## src/refresh_defines.svh

```systemverilog
/*
   Timing, mode-register codes and offsets for both ends.
   Assumes a 100 MHz clock; included by the package file.
*/
`ifndef REFRESH_DEFINES_SVH
`define REFRESH_DEFINES_SVH
`define CLK_PERIOD_NS 10
`define REFI_BASE_NS  7800
`define REFI_BASE_CYC (`REFI_BASE_NS / `CLK_PERIOD_NS)
`define RFC_1X_NS     260
`define RFC_2X_NS     160
`define RFC_4X_NS     110
`define RFC_1X_CYC    ((`RFC_1X_NS + `CLK_PERIOD_NS - 1) / `CLK_PERIOD_NS)
`define RFC_2X_CYC    ((`RFC_2X_NS + `CLK_PERIOD_NS - 1) / `CLK_PERIOD_NS)
`define RFC_4X_CYC    ((`RFC_4X_NS + `CLK_PERIOD_NS - 1) / `CLK_PERIOD_NS)
`define MRS_GAP_CYC   8
`define MR3_SEL       3'h3
`define MR4_SEL       3'h4
`define RATE_LSB      6
`define TCR_EN_BIT    2
`define TCR_EXT_BIT   3
`define TEMP_COOL_C   8'h2D
`define TEMP_HOT_C    8'h55
`define RATE_FIX1     3'h0
`define RATE_FIX2     3'h1
`define RATE_FIX4     3'h2
`define RATE_OTF12    3'h5
`define RATE_OTF14    3'h6
`define OFS_CTRL      4'h0
`define OFS_CMD       4'h4
`define OFS_STAT      4'h8
`define CTRL_AUTO     0
`define CTRL_RATE_LSB 1
`define CTRL_TCR      4
`define CTRL_EXT      5
`define CTRL_HOT      6
`define CTRL_HIGH     7
`define RESP_OKAY     2'h0
`define RESP_SLVERR   2'h2
`endif

```

## src/refresh_pkg.sv

```systemverilog
/*
   Types and decode functions shared by both ends.
   Assumes refresh_defines.svh is on the include path.
*/
`include "refresh_defines.svh"
package refresh_pkg;
   // Kind of one refresh, one-hot.
   typedef enum logic [2:0] {KIND_1X = 3'h1, KIND_2X = 3'h2, KIND_4X = 3'h4} kind_type;
   // Controller sequencer states, one-hot.
   typedef enum logic [2:0] {ST_IDLE = 3'h1, ST_MR4 = 3'h2, ST_WAIT = 3'h4} state_type;

   // Rate chosen by the field and, in the on-the-fly pairs, by bank-group bit 0.
   function automatic kind_type kind_of(input logic [2:0] field, input logic bg0);
      kind_type k;
      k = KIND_1X;
      case (field)
         `RATE_FIX2:  k = KIND_2X;
         `RATE_FIX4:  k = KIND_4X;
         `RATE_OTF12: k = bg0 ? KIND_2X : KIND_1X;
         `RATE_OTF14: k = bg0 ? KIND_4X : KIND_1X;
         default:     k = KIND_1X;
      endcase
      return k;
   endfunction

   // Cycle time of a refresh of the given kind, in clock cycles.
   function automatic logic [9:0] rfc_of(input kind_type k);
      logic [9:0] c;
      c = 10'(`RFC_1X_CYC);
      if (k == KIND_2X) c = 10'(`RFC_2X_CYC);
      if (k == KIND_4X) c = 10'(`RFC_4X_CYC);
      return c;
   endfunction
endpackage

```

## src/refresh_link_if.sv

```systemverilog
/*
   Command bus between the memory controller and the device, one modport per end.
   Assumes both ends share one clock; the bench instantiates it and joins the ends.
*/
`timescale 1ns/1ns
`default_nettype none
interface refresh_link_if;
   logic        cs_n;   // Chip select, active low.
   logic        act_n;  // Activate, active low.
   logic        ras_n;  // Row strobe, active low.
   logic        cas_n;  // Column strobe, active low.
   logic        we_n;   // Write enable, active low.
   logic        bg0;    // Bank-group bit 0, rate pick in on-the-fly modes.
   logic [2:0]  mr_sel; // Mode register number during a mode write.
   logic [13:0] addr;   // Address bits, mode data during a mode write.

   modport device (input cs_n, act_n, ras_n, cas_n, we_n, bg0, mr_sel, addr);
   modport ctrl   (output cs_n, act_n, ras_n, cas_n, we_n, bg0, mr_sel, addr);
endinterface
`default_nettype wire

```

## src/cycle_timer.sv

```systemverilog
/*
   Down counter, busy for a loaded number of cycles.
   Assumes load comes from logic on the same clock.
*/
`timescale 1ns/1ns
`default_nettype none
module cycle_timer (
   input  wire logic       clk,
   input  wire logic       resetn,
   input  wire logic       load,
   input  wire logic [9:0] count,
   output logic            busy
);
   logic [9:0] count_r;   // Cycles left.
   logic [9:0] count_nxt; // Next value of the count.

   // A load restarts the count; otherwise it runs down to zero and stops.
   always_comb begin
      count_nxt = count_r;
      if (load) begin
         count_nxt = count;
      end else if (count_r != 10'h000) begin
         count_nxt = count_r - 10'h001;
      end
   end

   // Register only.
   always_ff @(posedge clk or negedge resetn) begin
      if (!resetn) begin
         count_r <= 10'h000;
      end else begin
         count_r <= count_nxt;
      end
   end

   // Busy for exactly count cycles after the load edge.
   assign busy = (count_r != 10'h000);
endmodule // cycle_timer
`default_nettype wire

```

## src/refresh_ctrl.sv

```systemverilog
/*
   Controller end: AXI4-Lite slave, mode programming, periodic refresh.
   Assumes the device's clock and a well-behaved master.
*/
// Design decisions made here: the register addresses and the AXI4-Lite register port.
`timescale 1ns/1ns
`default_nettype none
module refresh_ctrl (
   input  wire logic        clk,
   input  wire logic        resetn,
   input  wire logic [3:0]  awaddr,
   input  wire logic        awvalid,
   output logic             awready,
   input  wire logic [31:0] wdata,
   input  wire logic [3:0]  wstrb,
   input  wire logic        wvalid,
   output logic             wready,
   output logic [1:0]       bresp,
   output logic             bvalid,
   input  wire logic        bready,
   input  wire logic [3:0]  araddr,
   input  wire logic        arvalid,
   output logic             arready,
   output logic [31:0]      rdata,
   output logic [1:0]       rresp,
   output logic             rvalid,
   input  wire logic        rready,
   refresh_link_if.ctrl     link
);
   // Bus slave state.
   logic aw_full_r, aw_full_nxt; // Write address held.
   logic [3:0] aw_addr_r, aw_addr_nxt;
   logic w_full_r, w_full_nxt;   // Write data held.
   logic [7:0] w_data_r, w_data_nxt;
   logic w_lane_r, w_lane_nxt;   // Low byte lane enabled.
   logic bvalid_r, bvalid_nxt;
   logic [1:0] bresp_r, bresp_nxt;
   logic rvalid_r, rvalid_nxt;
   logic [31:0] rdata_r, rdata_nxt;
   logic [1:0] rresp_r, rresp_nxt;

   // Software settings and programmed state.
   logic [7:0] ctrl_r, ctrl_nxt;        // Control register.
   logic prog_req_r, prog_req_nxt;      // Mode programming pending.
   logic [2:0] field_r, field_nxt;      // Field last written to the device.
   logic ext_r, ext_nxt;                // Extended range programmed.
   logic tcr_r, tcr_nxt;                // Temperature refresh requested.
   refresh_pkg::state_type state_r, state_nxt;
   logic [9:0] refi_r, refi_nxt;        // Cycles to the next refresh.
   logic [7:0] refs_r, refs_nxt;        // Refreshes issued.

   // Command outputs, one cycle each.
   logic cs_n_r, cs_n_nxt, we_n_r, we_n_nxt, bg0_r, bg0_nxt;
   logic [2:0] sel_r, sel_nxt;
   logic [13:0] addr_r, addr_nxt;

   logic do_wr, mapped, t_load, busy, on_the_fly_rate, halve;
   logic [9:0] t_count;
   logic [1:0] shift;
   refresh_pkg::kind_type kind;

   assign awready = !aw_full_r && !bvalid_r;
   assign wready  = !w_full_r && !bvalid_r;
   assign arready = !rvalid_r;
   assign do_wr   = aw_full_r && w_full_r;
   assign mapped  = (aw_addr_r == `OFS_CTRL) || (aw_addr_r == `OFS_CMD);

   // Bus slave: address and data latched in any order, written together.
   always_comb begin
      aw_full_nxt = aw_full_r;
      aw_addr_nxt = aw_addr_r;
      w_full_nxt  = w_full_r;
      w_data_nxt  = w_data_r;
      w_lane_nxt  = w_lane_r;
      bvalid_nxt  = bvalid_r && !bready;
      bresp_nxt   = bresp_r;
      rvalid_nxt  = rvalid_r && !rready;
      rdata_nxt   = rdata_r;
      rresp_nxt   = rresp_r;
      if (awvalid && awready) begin
         aw_full_nxt = 1'b1;
         aw_addr_nxt = awaddr;
      end
      if (wvalid && wready) begin
         w_full_nxt = 1'b1;
         w_data_nxt = wdata[7:0];
         w_lane_nxt = wstrb[0];
      end
      if (do_wr) begin
         aw_full_nxt = 1'b0;
         w_full_nxt  = 1'b0;
         bvalid_nxt  = 1'b1;
         bresp_nxt   = mapped ? `RESP_OKAY : `RESP_SLVERR;
      end
      if (arvalid && arready) begin
         rvalid_nxt = 1'b1;
         rresp_nxt  = `RESP_OKAY;
         unique case (araddr)
            `OFS_CTRL: rdata_nxt = {24'h000000, ctrl_r};
            `OFS_CMD:  rdata_nxt = 32'h00000000;
            `OFS_STAT: rdata_nxt = {16'h0000, refs_r, 3'h0, prog_req_r, field_r,
                                    state_r != refresh_pkg::ST_IDLE};
            default: begin
               rdata_nxt = 32'h00000000;
               rresp_nxt = `RESP_SLVERR;
            end
         endcase
      end
   end

   // Refresh kind from the field the device holds, never the unsent one.
   assign on_the_fly_rate   = field_r[2];
   assign kind  = refresh_pkg::kind_of(field_r, on_the_fly_rate && ctrl_r[`CTRL_HIGH]);
   assign halve = ext_r || ctrl_r[`CTRL_HOT];

   // Sequencer: program mode registers, then issue periodic refreshes.
   always_comb begin
      ctrl_nxt  = ctrl_r;
      field_nxt = field_r;
      ext_nxt   = ext_r;
      tcr_nxt   = tcr_r;
      state_nxt = state_r;
      refs_nxt  = refs_r;
      refi_nxt  = (refi_r != 10'h000) ? refi_r - 10'h001 : refi_r;
      cs_n_nxt  = 1'b1;
      we_n_nxt  = 1'b1;
      bg0_nxt   = 1'b0;
      sel_nxt   = 3'h0;
      addr_nxt  = 14'h0000;
      t_load    = 1'b0;
      t_count   = 10'(`MRS_GAP_CYC);
      shift     = 2'h0;
      if (kind == refresh_pkg::KIND_2X) shift = 2'h1;
      if (kind == refresh_pkg::KIND_4X) shift = 2'h2;
      if (do_wr && mapped && aw_addr_r == `OFS_CTRL && w_lane_r) ctrl_nxt = w_data_r;
      // Set wins: a request in the cycle it is taken is kept.
      prog_req_nxt = prog_req_r || (do_wr && aw_addr_r == `OFS_CMD && w_lane_r && w_data_r[0]);
      unique case (state_r)
         refresh_pkg::ST_IDLE: begin
            if (prog_req_r) begin
               cs_n_nxt  = 1'b0;
               we_n_nxt  = 1'b0;
               sel_nxt   = `MR3_SEL;
               addr_nxt[`RATE_LSB+2:`RATE_LSB] = ctrl_r[`CTRL_RATE_LSB+2:`CTRL_RATE_LSB];
               field_nxt = ctrl_r[`CTRL_RATE_LSB+2:`CTRL_RATE_LSB];
               ext_nxt   = ctrl_r[`CTRL_EXT];
               tcr_nxt   = ctrl_r[`CTRL_TCR];
               prog_req_nxt = (do_wr && aw_addr_r == `OFS_CMD && w_lane_r && w_data_r[0]);
               state_nxt = refresh_pkg::ST_MR4;
            end else if (ctrl_r[`CTRL_AUTO] && refi_r == 10'h000) begin
               cs_n_nxt  = 1'b0;
               bg0_nxt   = on_the_fly_rate && ctrl_r[`CTRL_HIGH];
               t_load    = 1'b1;
               t_count   = refresh_pkg::rfc_of(kind);
               // Reload one short, since the refresh cycle itself counts.
               refi_nxt  = (10'(`REFI_BASE_CYC) >> (shift + {1'b0, halve})) - 10'h001;
               refs_nxt  = refs_r + 8'h01;
               state_nxt = refresh_pkg::ST_WAIT;
            end
         end
         refresh_pkg::ST_MR4: begin
            cs_n_nxt = 1'b0;
            we_n_nxt = 1'b0;
            sel_nxt  = `MR4_SEL;
            addr_nxt[`TCR_EN_BIT]  = tcr_r && (field_r == `RATE_FIX1);
            addr_nxt[`TCR_EXT_BIT] = ext_r;
            t_load    = 1'b1;
            state_nxt = refresh_pkg::ST_WAIT;
         end
         refresh_pkg::ST_WAIT: begin
            // Deselects until the timer runs out.
            if (!busy) state_nxt = refresh_pkg::ST_IDLE;
         end
      endcase
   end

   cycle_timer gap_timer (
      .clk    (clk),
      .resetn (resetn),
      .load   (t_load),
      .count  (t_count),
      .busy   (busy)
   );

   // Register only.
   always_ff @(posedge clk or negedge resetn) begin
      if (!resetn) begin
         aw_full_r <= 1'b0; aw_addr_r <= 4'h0; w_full_r <= 1'b0; w_data_r <= 8'h00;
         w_lane_r <= 1'b0; bvalid_r <= 1'b0; bresp_r <= 2'h0; rvalid_r <= 1'b0;
         rdata_r <= 32'h00000000; rresp_r <= 2'h0; ctrl_r <= 8'h00;
         prog_req_r <= 1'b0; field_r <= `RATE_FIX1; ext_r <= 1'b0; tcr_r <= 1'b0;
         state_r <= refresh_pkg::ST_IDLE; refi_r <= 10'h000; refs_r <= 8'h00;
         cs_n_r <= 1'b1; we_n_r <= 1'b1; bg0_r <= 1'b0; sel_r <= 3'h0;
         addr_r <= 14'h0000;
      end else begin
         aw_full_r <= aw_full_nxt; aw_addr_r <= aw_addr_nxt; w_full_r <= w_full_nxt;
         w_data_r <= w_data_nxt; w_lane_r <= w_lane_nxt; bvalid_r <= bvalid_nxt;
         bresp_r <= bresp_nxt; rvalid_r <= rvalid_nxt; rdata_r <= rdata_nxt;
         rresp_r <= rresp_nxt; ctrl_r <= ctrl_nxt; prog_req_r <= prog_req_nxt;
         field_r <= field_nxt; ext_r <= ext_nxt; tcr_r <= tcr_nxt;
         state_r <= state_nxt; refi_r <= refi_nxt; refs_r <= refs_nxt;
         cs_n_r <= cs_n_nxt; we_n_r <= we_n_nxt; bg0_r <= bg0_nxt; sel_r <= sel_nxt;
         addr_r <= addr_nxt;
      end
   end

   assign bvalid      = bvalid_r;
   assign bresp       = bresp_r;
   assign rvalid      = rvalid_r;
   assign rdata       = rdata_r;
   assign rresp       = rresp_r;
   assign link.cs_n   = cs_n_r;
   assign link.act_n  = 1'b1;
   assign link.ras_n  = cs_n_r;
   assign link.cas_n  = cs_n_r;
   assign link.we_n   = we_n_r;
   assign link.bg0    = bg0_r;
   assign link.mr_sel = sel_r;
   assign link.addr   = addr_r;
endmodule // refresh_ctrl
`default_nettype wire

```

## src/flat_wrapper.sv

```systemverilog
// flat-port wrapper written by rule: the top's interface ports become plain ports
module refresh_ctrl_flat 
  (clk, resetn, awaddr, awvalid, awready, wdata, wstrb, wvalid, wready, bresp, bvalid, bready, araddr, arvalid, arready, rdata, rresp, rvalid, rready, link_cs_n, link_act_n, link_ras_n, link_cas_n, link_we_n, link_bg0, link_mr_sel, link_addr);
  refresh_link_if link_i ();
  input  wire logic clk;
  input  wire logic resetn;
  input  wire logic [3:0] awaddr;
  input  wire logic awvalid;
  output logic awready;
  input  wire logic [31:0] wdata;
  input  wire logic [3:0] wstrb;
  input  wire logic wvalid;
  output logic wready;
  output logic [1:0] bresp;
  output logic bvalid;
  input  wire logic bready;
  input  wire logic [3:0] araddr;
  input  wire logic arvalid;
  output logic arready;
  output logic [31:0] rdata;
  output logic [1:0] rresp;
  output logic rvalid;
  input  wire logic rready;
  output wire logic [$bits(link_i.cs_n)-1:0] link_cs_n;
  output wire logic [$bits(link_i.act_n)-1:0] link_act_n;
  output wire logic [$bits(link_i.ras_n)-1:0] link_ras_n;
  output wire logic [$bits(link_i.cas_n)-1:0] link_cas_n;
  output wire logic [$bits(link_i.we_n)-1:0] link_we_n;
  output wire logic [$bits(link_i.bg0)-1:0] link_bg0;
  output wire logic [$bits(link_i.mr_sel)-1:0] link_mr_sel;
  output wire logic [$bits(link_i.addr)-1:0] link_addr;
  assign link_cs_n = link_i.cs_n;
  assign link_act_n = link_i.act_n;
  assign link_ras_n = link_i.ras_n;
  assign link_cas_n = link_i.cas_n;
  assign link_we_n = link_i.we_n;
  assign link_bg0 = link_i.bg0;
  assign link_mr_sel = link_i.mr_sel;
  assign link_addr = link_i.addr;
  refresh_ctrl u_core (.clk(clk), .resetn(resetn), .awaddr(awaddr), .awvalid(awvalid), .awready(awready), .wdata(wdata), .wstrb(wstrb), .wvalid(wvalid), .wready(wready), .bresp(bresp), .bvalid(bvalid), .bready(bready), .araddr(araddr), .arvalid(arvalid), .arready(arready), .rdata(rdata), .rresp(rresp), .rvalid(rvalid), .rready(rready), .link(link_i));
endmodule
```

## config.mk

```make
export PLATFORM = sky130hd
export DESIGN_NAME = refresh_ctrl_flat
export DESIGN_NICKNAME = d
export VERILOG_FILES = /design/src/refresh_pkg.sv /design/src/refresh_link_if.sv /design/src/cycle_timer.sv /design/src/refresh_ctrl.sv /design/src/flat_wrapper.sv
export VERILOG_INCLUDE_DIRS = /design/src /design/src/src
export SDC_FILE = /design/constraint.sdc
export NUM_CORES = 1
export LEC_CHECK = 0
export BUFFER_PORTS_ARGS = -buffer_cell sky130_fd_sc_hd__buf_4
export CAP_MARGIN = 0
export CELL_PAD_IN_SITES_DETAIL_PLACEMENT = 1
export CELL_PAD_IN_SITES_GLOBAL_PLACEMENT = 2
export CORE_MARGIN = 2
export CORE_UTILIZATION = 36
export CTS_BUF_LIST = sky130_fd_sc_hd__clkbuf_16
export CTS_CLUSTER_DIAMETER = 200
export DETAILED_ROUTE_END_ITERATION = 7
export MAX_ROUTING_LAYER = met4
export PLACE_DENSITY_LB_ADDON = 0.05
export SYNTH_ARGS = -nofsm -noshare
export SYNTH_HDL_FRONTEND = slang
export SYNTH_SLANG_ARGS = --single-unit
```

## constraint.sdc

```tcl
create_clock -name clk -period 2.9 [get_ports clk]
set_input_delay 0.58 -clock clk [delete_from_list [all_inputs] [get_ports clk]]
set_output_delay 0.58 -clock clk [all_outputs]
set_load 0.05 [all_outputs]
```

==> results of run 1 <==
sequential cells by signal (all words and copies together), names as in the netlist, 2 cells and up:
name                      count
u_core.rdata                 16
u_core.gap_timer.count_r     10
u_core.refi_r                10
u_core.ctrl_r                 8
u_core.refs_r                 8
u_core.w_data_r               8
u_core.link.addr              5
u_core.aw_addr_r              4
u_core.field_r                3
u_core.state_r                3
u_core.link.mr_sel            2
layout make-up:
cell class                 instances  share of cell area [%]
sequential                        90                    44.3
clock buffer                       9                    4.42
timing repair buffer              64                    9.68
clock inverter                     7                    1.79
tap                              143                    3.51
multi-input combinational        266                    35.5
inverter                          11                   0.810
stage by stage:
step	util [%]	worst slack, ps	hold WS, ps	cells
after floorplan	-	539	284	412
after global placement	41.5	538	464	574
after detailed placement	41.5	574	472	574
after CTS	44.2	549	268	590
after global routing	44.2	361	293	590
final	44.2	571	243	590
final timing paths:
path,startpoint,to
max,u_core.field_r[2]$_DFFE_PN0P_,u_core.refi_r[2]$_DFF_PN0_
min,resetn,u_core.gap_timer.count_r[7]$_DFFE_PN0P_
max reg2reg,u_core.field_r[2]$_DFFE_PN0P_,u_core.refi_r[2]$_DFF_PN0_
min reg2reg,u_core.rdata[12]$_DFFE_PN0P_,u_core.rdata[12]$_DFFE_PN0P_
max in group asynchronous,resetn,u_core.link.we_n$_DFF_PN1_
min in group clk,rready,u_core.rvalid$_DFF_PN0_
cells by family (layout without fill, tap and decap cells):
logic type	count (synthesis)	after routing
buffers and inverters	56	91
and+or+nand+nor	120	120
adders and majority gates	8	8
DFF	90	90
muxes	35	35
AOI/OAI and AO/OA	63	63
xor gates and xnor gates	12	12
other	2	28
cell usage in the layout (no fill, tap or decap), types with 4 or more instances in the layout:
master and instances:
a21o_1 4, dfrtp_1 87, nand2_1 43, and3_1 5, ha_1 8, xnor2_1 10
nor2b_1 5, nor3_1 6, a22oi_1 6, mux2i_1 9, nor3b_1 4, inv_1 11
conb_1 28, mux2_2 25, clkbuf_16 9, buf_4 63, o21a_1 4, nand3_1 8
nor2_1 11, o21ai_0 26, a21oi_1 9
worst reg2reg max path, delay by kind of cell, from the launching register on:
kind / cells / cell delay (ps)
buffers and inverters: 1 / 140
XOR/XNOR: 1 / 330
AND/OR/NAND/NOR: 2 / 600
AO/OA/AOI/OAI: 2 / 240
flip-flops: 1 / 420
adder cells (fa/ha/maj): 2 / 470
where the power goes:
group / total (W) / internal [W] / switching (W)
Clock: 0.00124 / 0.000753 / 0.000490
Sequential: 0.00195 / 0.00159 / 0.000361
Combinational: 0.00123 / 0.000540 / 0.000691
metal layers:
layer  up-vias  GRT usage [%]  share of wire (%)
li1       1405              -                  -
met2        61           24.6                 48
met5         -              -                  0
met4         0           6.59                1.7
met3        11           2.95                3.5
met1      1467           20.9                 47
==> results_dict.tcl, run 1 <==
set metrics [dict create \
    status "finished clean" \
    slew_headroom_pct 36.5 \
    diodes 0 \
    ff_latch_area_um2 2260 \
    ys_ff_latch 90 \
    cts_resized 0 \
    dominantRegCellSynth "dfrtp_1" \
    drt-initial-drc-count 89 \
    muxShareOfSynthArea_pct 8.99 \
    ys_seq_area_share_pct 52.4 \
    synthAdderAreaFrac_pct 2.33 \
    setup_viol 0 \
    p_leak_nw 2.42 \
    critPathMaxStageDelay_ps 440 \
    yosysUniqueCellTypes 59 \
    drive_above_1_share_pct 27.7 \
    setup-tns-final_ps 0 \
    die_y_um 113 \
    wirelength_um 9410 \
    tightest_slew_ps 950 \
    yosys-top-cells-count "87 x dfrtp_1, 43 x nand2_1, 32 x buf_4" \
    cp_slowest_cell "nor3b_1" \
    synth-async-reset-ratio_pct 100 \
    finalPower_w 0.00442 \
    avgSynthCellArea_um2 11.1 \
    synth_compound_area_share_pct 9.54 \
    htree_levels 3 \
    wl_per_cell_um 15.9 \
    ios 115 \
    arrival_ps 2540 \
    hp-class "primary input to asynchronous set/reset pin" \
    cts_num_sinks 90 \
    yosysMostFrequentCell "dfrtp_1" \
    via_per_inst 4.99 \
    drc 0 \
    fmax_mhz 429 \
    rrSetupSlack_ps 570 \
    syn_area_um2 4300 \
    post-cts-setup-buffers 0 \
    clk_latency_ps 340 \
    crit_family "simple AND/OR/NAND/NOR gates" \
    grt_pass1_vias 2988 \
    rr_worst_depth 8 \
    synthSimpleGateAreaFrac_pct 16.2 \
    hold_buffers 0 \
    design_area_um2 5090 \
    hold_viol_final 0 \
    dr_total_vias 2944 \
    start_util_pct 37.4 \
    post_dp_cell_area_um2 4780 \
    cap_viol_max_count 0 \
    first_pass_iters 4 \
    cts_buffers 9 \
    antenna_left 0 \
    yosysTopAreaCell "dfrtp_1" \
    die_x_um 113 \
    netlist_top_cells_area "dfrtp_1 51%, mux2_2 6.5%, buf_4 5.6%, nand2_1 3.8%, o21ai_0 3.0%" \
    dp_hpwl_um 6810 \
    path_clk_slew_ps 60 \
    port_buffers 59 \
    synth_xor_area_share_pct 2.44 \
    cts_buffer_depth 2 \
    rsz0062_at_grt "false" \
    worst_clock_skew_ps 7.25 \
    n_fill_cell 1269 \
    synth-edff-count 0 \
    slew_viol_final 0 \
    min_period_ps 2330 \
    grt_first_pass_wirelength_um 15700 \
    grt_start_max_net_pins 47 \
    worstSetupPathType "register to register" \
    gp_congestion 0.800 \
    cp.depth 8 \
    cts_tree "done" \
    synth.top_cell.area_share_pct 50.6 \
    startpoint_type "register" \
    max-vdd-ir-drop_uv 530 \
    path_cells "nor2b_1 -> nor3b_1 -> ha_1 -> xor2_1 -> inv_1 -> ha_1 -> a32oi_1 -> o21ai_0" \
    fin_crit_sh_pct 80.3 \
    nets 501 \
    cellPowerDensity_nw_per_um2 868 \
    grt-ovfl-total 0 \
    antenna_found_initial 0 \
    critical_path_peak_fanout 5 \
    multiInputGateArea_um2 1810 \
    yosysWarningCount 0 \
    grt_util_all_layers_pct 16.0 \
    netlist_instances 386 \
    crit_top_cell "ha_1" \
    die_area_um2 12800 \
    required_ps 3110 \
    synth_top_family_by_area "simple AND/OR/NAND/NOR gates" \
    placementRows 39 \
    core-area_um2 11500 \
    area_growth_pct 18.4 \
    worst-path-buf-inv 1 \
    cts_root_buffer "clkbuf_16" \
    crit_path_end_kind "register" \
]
No activity file was read; power rests on OpenSTA's default activity.
==> run 2, diff against run 1 <==
--- a/config.mk
+++ b/config.mk
@@ -11,7 +11,7 @@
 export CELL_PAD_IN_SITES_DETAIL_PLACEMENT = 1
 export CELL_PAD_IN_SITES_GLOBAL_PLACEMENT = 2
 export CORE_MARGIN = 2
-export CORE_UTILIZATION = 36
+export CORE_UTILIZATION = 33
 export CTS_BUF_LIST = sky130_fd_sc_hd__clkbuf_16
 export CTS_CLUSTER_DIAMETER = 200
 export DETAILED_ROUTE_END_ITERATION = 7
==> constraint.sdc (replaced) <==
create_clock -name clk -period 2.4 [get_ports clk]
set_input_delay 0.48 -clock clk [delete_from_list [all_inputs] [get_ports clk]]
set_output_delay 0.48 -clock clk [all_outputs]
set_load 0.05 [all_outputs]
==> run 2 against run 1 <==
Clock skew is 2.6 ps higher. Setup slack worse by 230 ps. Clock-buffer cell count stayed put. Total power is 19% higher. Largest power group unchanged. Critical path depth is 2 lower.
==> results_dict.tcl, run 2 (synthesis results as in run 1) <==
set metrics [dict create \
    setup_viol 0 \
    finalPower_w 0.00527 \
    worst-path-buf-inv 1 \
    path_clk_slew_ps 70 \
    largest_reg_flops 16 \
    hold_viol_final 0 \
    wirelength_um 9670 \
    cts_resized 0 \
    antenna_found_initial 0 \
    grt_pass1_vias 3090 \
    die_y_um 118 \
    p_int_w 0.00340 \
    cts_num_sinks 90 \
    final_common_cell "dfrtp_1" \
    setup-tns-final_ps 0 \
    pwr-share-seq_pct 44.3 \
    start_util_pct 33.9 \
    dp_hpwl_um 7110 \
    placementRows 41 \
    drt-initial-drc-count 93 \
    drc 0 \
    dr_total_vias 3012 \
    die_x_um 118 \
    first_pass_iters 4 \
    min_period_ps 2060 \
    cp_slowest_cell "or3_1" \
    drive_above_1_share_pct 29.3 \
    swShare_pct 35.5 \
    hp-class "primary input to asynchronous set/reset pin" \
    fin_crit_sh_pct 85.9 \
    grt_util_all_layers_pct 15.3 \
    post-cts-setup-buffers 0 \
    slew_viol_final 0 \
    tightest_slew_ps 555 \
    worstSetupPathType "register to register" \
    core-area_um2 12700 \
    area_growth_pct 20.7 \
    final_cell_mix "87 x dfrtp_1, 74 x buf_4, 43 x nand2_1" \
    ios 115 \
    htree_levels 3 \
    required_ps 2630 \
    cts_buffer_depth 2 \
    antenna_left 0 \
    grt_first_pass_wirelength_um 16600 \
    cts_tree "done" \
    critPathMaxStageDelay_ps 500 \
    wl_per_cell_um 15.3 \
    clk_latency_ps 340 \
    status "finished clean" \
    rrSetupSlack_ps 340 \
    power_frac_comb_pct 29.1 \
    diodes 0 \
    critical_path_peak_fanout 6 \
    die_area_um2 14000 \
    cts_buffers 9 \
    cts_root_buffer "clkbuf_16" \
    max-vdd-ir-drop_uv 727 \
    worst_clock_skew_ps 9.88 \
    arrival_ps 2290 \
    cap_viol_max_count 0 \
    power.share.clock_pct 26.6 \
    crit_path_end_kind "register" \
    power.net_switching_w 0.00187 \
    fmax_mhz 485 \
    hold_buffers 0 \
    grt_start_max_net_pins 38 \
    slew_headroom_pct 62.7 \
    startpoint_type "register" \
    nets 512 \
    via_per_inst 4.78 \
    cellPowerDensity_nw_per_um2 1020 \
    gp_congestion 0.762 \
    rsz0062_at_grt "false" \
    grt-ovfl-total 0 \
    crit_family "simple AND/OR/NAND/NOR gates" \
    p_leak_nw 2.46 \
    port_buffers 59 \
    path_cells "inv_1 -> ha_1 -> nor3b_4 -> nand4_1 -> or3_1 -> mux2_4" \
]
run 2: cell types whose count changed in the layout (fill, tap and decap cells not counted), sizes merged:
cell and change:
buf +11, bufinv -1, clkinvlp +1
run 2: final cells by class:
cell class                 instances  area, µm²
fill                            1465       7480
sequential                        90       2260
multi-input combinational        266       1810
timing repair buffer              75        576
clock buffer                       9        225
tap                              172        215
clock inverter                     7       67.6
inverter                          11       41.3
run 2: metrics by stage:
stage	worst slack [ps]	cells	utilization, %	cell area, µm²	hold slack (ps)
floorplan	39.0	412	-	4400	184
global placement	313	614	38.6	4900	464
detailed placement	345	614	38.6	4900	468
CTS	328	630	41.0	5190	121
global route	158	630	41.0	5190	137
finish	339	630	41.0	5190	104
run 2: final timing paths:
path / startpoint / endpoint / depth (start not counted)
max: u_core.refi_r[0]$_DFF_PN0_ / u_core.refi_r[1]$_DFF_PN0_ / 6
min: resetn / u_core.refs_r[1]$_DFFE_PN0P_ / 1
max reg2reg: u_core.refi_r[0]$_DFF_PN0_ / u_core.refi_r[1]$_DFF_PN0_ / 6
min reg2reg: u_core.rdata[7]$_DFFE_PN0P_ / u_core.rdata[7]$_DFFE_PN0P_ / 2
max in group asynchronous: resetn / u_core.gap_timer.count_r[9]$_DFFE_PN0P_ / 2
min in group clk: bready / u_core.bvalid$_DFF_PN0_ / 2
run 2: layer usage:
| metal | global-route usage (%) | vias to the layer above | part of all wire, % |
|---|---|---|---|
| li1 | - | 1426 | - |
| met1 | 19.6 | 1519 | 46 |
| met2 | 24.2 | 59 | 49 |
| met3 | 4.34 | 8 | 3.8 |
| met4 | 3.61 | 0 | 1.1 |
| met5 | - | - | 0 |
run 2: worst register-to-register path: stages (launching register included):
cell and delay, ps:
dfrtp_1 390, inv_1 130, ha_1 170, nor3b_4 220, nand4_1 170, or3_1 500, mux2_4 360
run 2: power by group through the flow:
stage / clock network (W) / registers, W / logic (W)
floorplan: 0 / 0.00233 / 0.00113
global placement: 0 / 0.00234 / 0.00152
detailed placement: 0 / 0.00236 / 0.00156
CTS: 0.00146 / 0.00234 / 0.00156
global route: 0.00153 / 0.00241 / 0.00172
finish: 0.00140 / 0.00233 / 0.00153
==> run 3, diff against run 2 <==
--- a/config.mk
+++ b/config.mk
@@ -17,6 +17,7 @@
 export DETAILED_ROUTE_END_ITERATION = 7
 export MAX_ROUTING_LAYER = met4
 export PLACE_DENSITY_LB_ADDON = 0.05
+export RECOVER_POWER = 100
 export SYNTH_ARGS = -nofsm -noshare
 export SYNTH_HDL_FRONTEND = slang
 export SYNTH_SLANG_ARGS = --single-unit
==> run 3 against run 2 <==
Sequential power barely moved. Via count rose by 0.66%. Critical path depth did not move. Global-route usage did not move.
==> results_dict.tcl, run 3 (synthesis results as in run 1) <==
set metrics [dict create \
    status "finished clean" \
    core-area_um2 12700 \
    post-cts-setup-buffers 0 \
    clk_latency_ps 340 \
    crit_family "simple AND/OR/NAND/NOR gates" \
    p_leak_nw 2.27 \
    critPathMaxStageDelay_ps 490 \
    cts_num_sinks 90 \
    critical_path_peak_fanout 6 \
    final_cell_mix "87 x dfrtp_1, 44 x clkbuf_1, 43 x nand2_1" \
    path_cells "inv_1 -> ha_1 -> nor3b_4 -> nand4_1 -> or3_1 -> mux2_1" \
    path_clk_slew_ps 70 \
    grt_util_all_layers_pct 15.3 \
    cap_viol_max_count 0 \
    dr_total_vias 3032 \
    htree_levels 3 \
    setup-tns-final_ps 0 \
    hold_viol_final 0 \
    grt_first_pass_wirelength_um 16600 \
    die_y_um 118 \
    port_buffers 59 \
    dp_hpwl_um 7110 \
    placementRows 41 \
    fin_worst_hold_slack_ps 271 \
    tightest_slew_ps 1340 \
    design_area_um2 5000 \
    grt_start_max_net_pins 38 \
    cts_tree "done" \
    setup_viol 0 \
    die_area_um2 14000 \
    slew_headroom_pct 10.6 \
    worst-path-buf-inv 1 \
    largest_reg_flops 16 \
    gp_congestion 0.762 \
    cp_slowest_cell "or3_1" \
    cts_root_buffer "clkbuf_16" \
    antenna_found_initial 0 \
    min_period_ps 2060 \
    antenna_left 0 \
    hold_buffers 0 \
    fmax_mhz 485 \
    slew_viol_final 0 \
    wirelength_um 9690 \
    ios 115 \
    worst_clock_skew_ps 9.03 \
    area_growth_pct 16.2 \
    cts_buffers 9 \
    hp-class "primary input to asynchronous set/reset pin" \
    rsz0062_at_grt "false" \
    drive_above_1_share_pct 18.8 \
    finalPower_w 0.00519 \
    fin_util_pct 39.4 \
    grt-ovfl-total 0 \
    cts_buffer_depth 2 \
    first_pass_iters 4 \
    required_ps 2620 \
    crit_path_end_kind "register" \
    wl_per_cell_um 15.4 \
    max-vdd-ir-drop_uv 667 \
    arrival_ps 2290 \
    final_common_cell "dfrtp_1" \
    cts_resized 0 \
    grt_pass1_vias 3090 \
    via_per_inst 4.81 \
    cellPowerDensity_nw_per_um2 1040 \
    drt-initial-drc-count 89 \
    startpoint_type "register" \
    worstSetupPathType "register to register" \
    drc 0 \
    diodes 0 \
    die_x_um 118 \
    nets 512 \
    fin_crit_sh_pct 86.0 \
    post_dp_cell_area_um2 4900 \
    start_util_pct 33.9 \
]
[run 3: through the flow]
step | worst slack [ps] | cells
2_1_floorplan | 39.0 | 412
3_3_place_gp | 313 | 614
3_5_place_dp | 345 | 614
4_1_cts | 328 | 630
5_1_grt | 158 | 630
6_report | 336 | 630
[run 3: worst paths after layout]
path	start	to	slack (ps)	cells past startpoint
worst max-delay path	u_core.refi_r[0]$_DFF_PN0_	u_core.refi_r[1]$_DFF_PN0_	340	6
worst min-delay path	resetn	u_core.refs_r[1]$_DFFE_PN0P_	270	1
worst max register to register	u_core.refi_r[0]$_DFF_PN0_	u_core.refi_r[1]$_DFF_PN0_	340	6
worst min register to register	u_core.rdata[12]$_DFFE_PN0P_	u_core.rdata[12]$_DFFE_PN0P_	480	2
max in group asynchronous	resetn	u_core.gap_timer.count_r[9]$_DFFE_PN0P_	640	2
min in group clk	bready	u_core.bvalid$_DFF_PN0_	310	2
[run 3: report_power, final]
group | leakage, nW | total, W | internal [W] | switching, W
logic | 0.971 | 0.00146 | 0.000608 | 0.000853
registers | 1.16 | 0.00233 | 0.00192 | 0.000412
clock network | 0.141 | 0.00140 | 0.000803 | 0.000597
[run 3: per-layer routing]
metal | track usage (%) | vias up | routed length [µm]
li1 | - | 1426 | -
met1 | 19.6 | 1537 | 4460
met2 | 24.2 | 60 | 4750
met3 | 4.34 | 9 | 373
met4 | 3.61 | 0 | 106
met5 | - | - | 0
[run 3: final cells by class]
cell class                      count  area (µm²)
Timing Repair Buffer               75         393
Sequential cell                    90        2260
Fill cell                        1492        7670
Clock buffer                        9         225
Tap cell                          172         215
Inverter                           11        41.3
Clock inverter                      7        67.6
Multi-Input combinational cell    266        1800
[run 3: worst register-to-register path, stage by stage, from the launching register on]
cell and delay (ps):
dfrtp_1 390, inv_1 130, ha_1 170, nor3b_4 220, nand4_1 160, or3_1 490
mux2_1 380
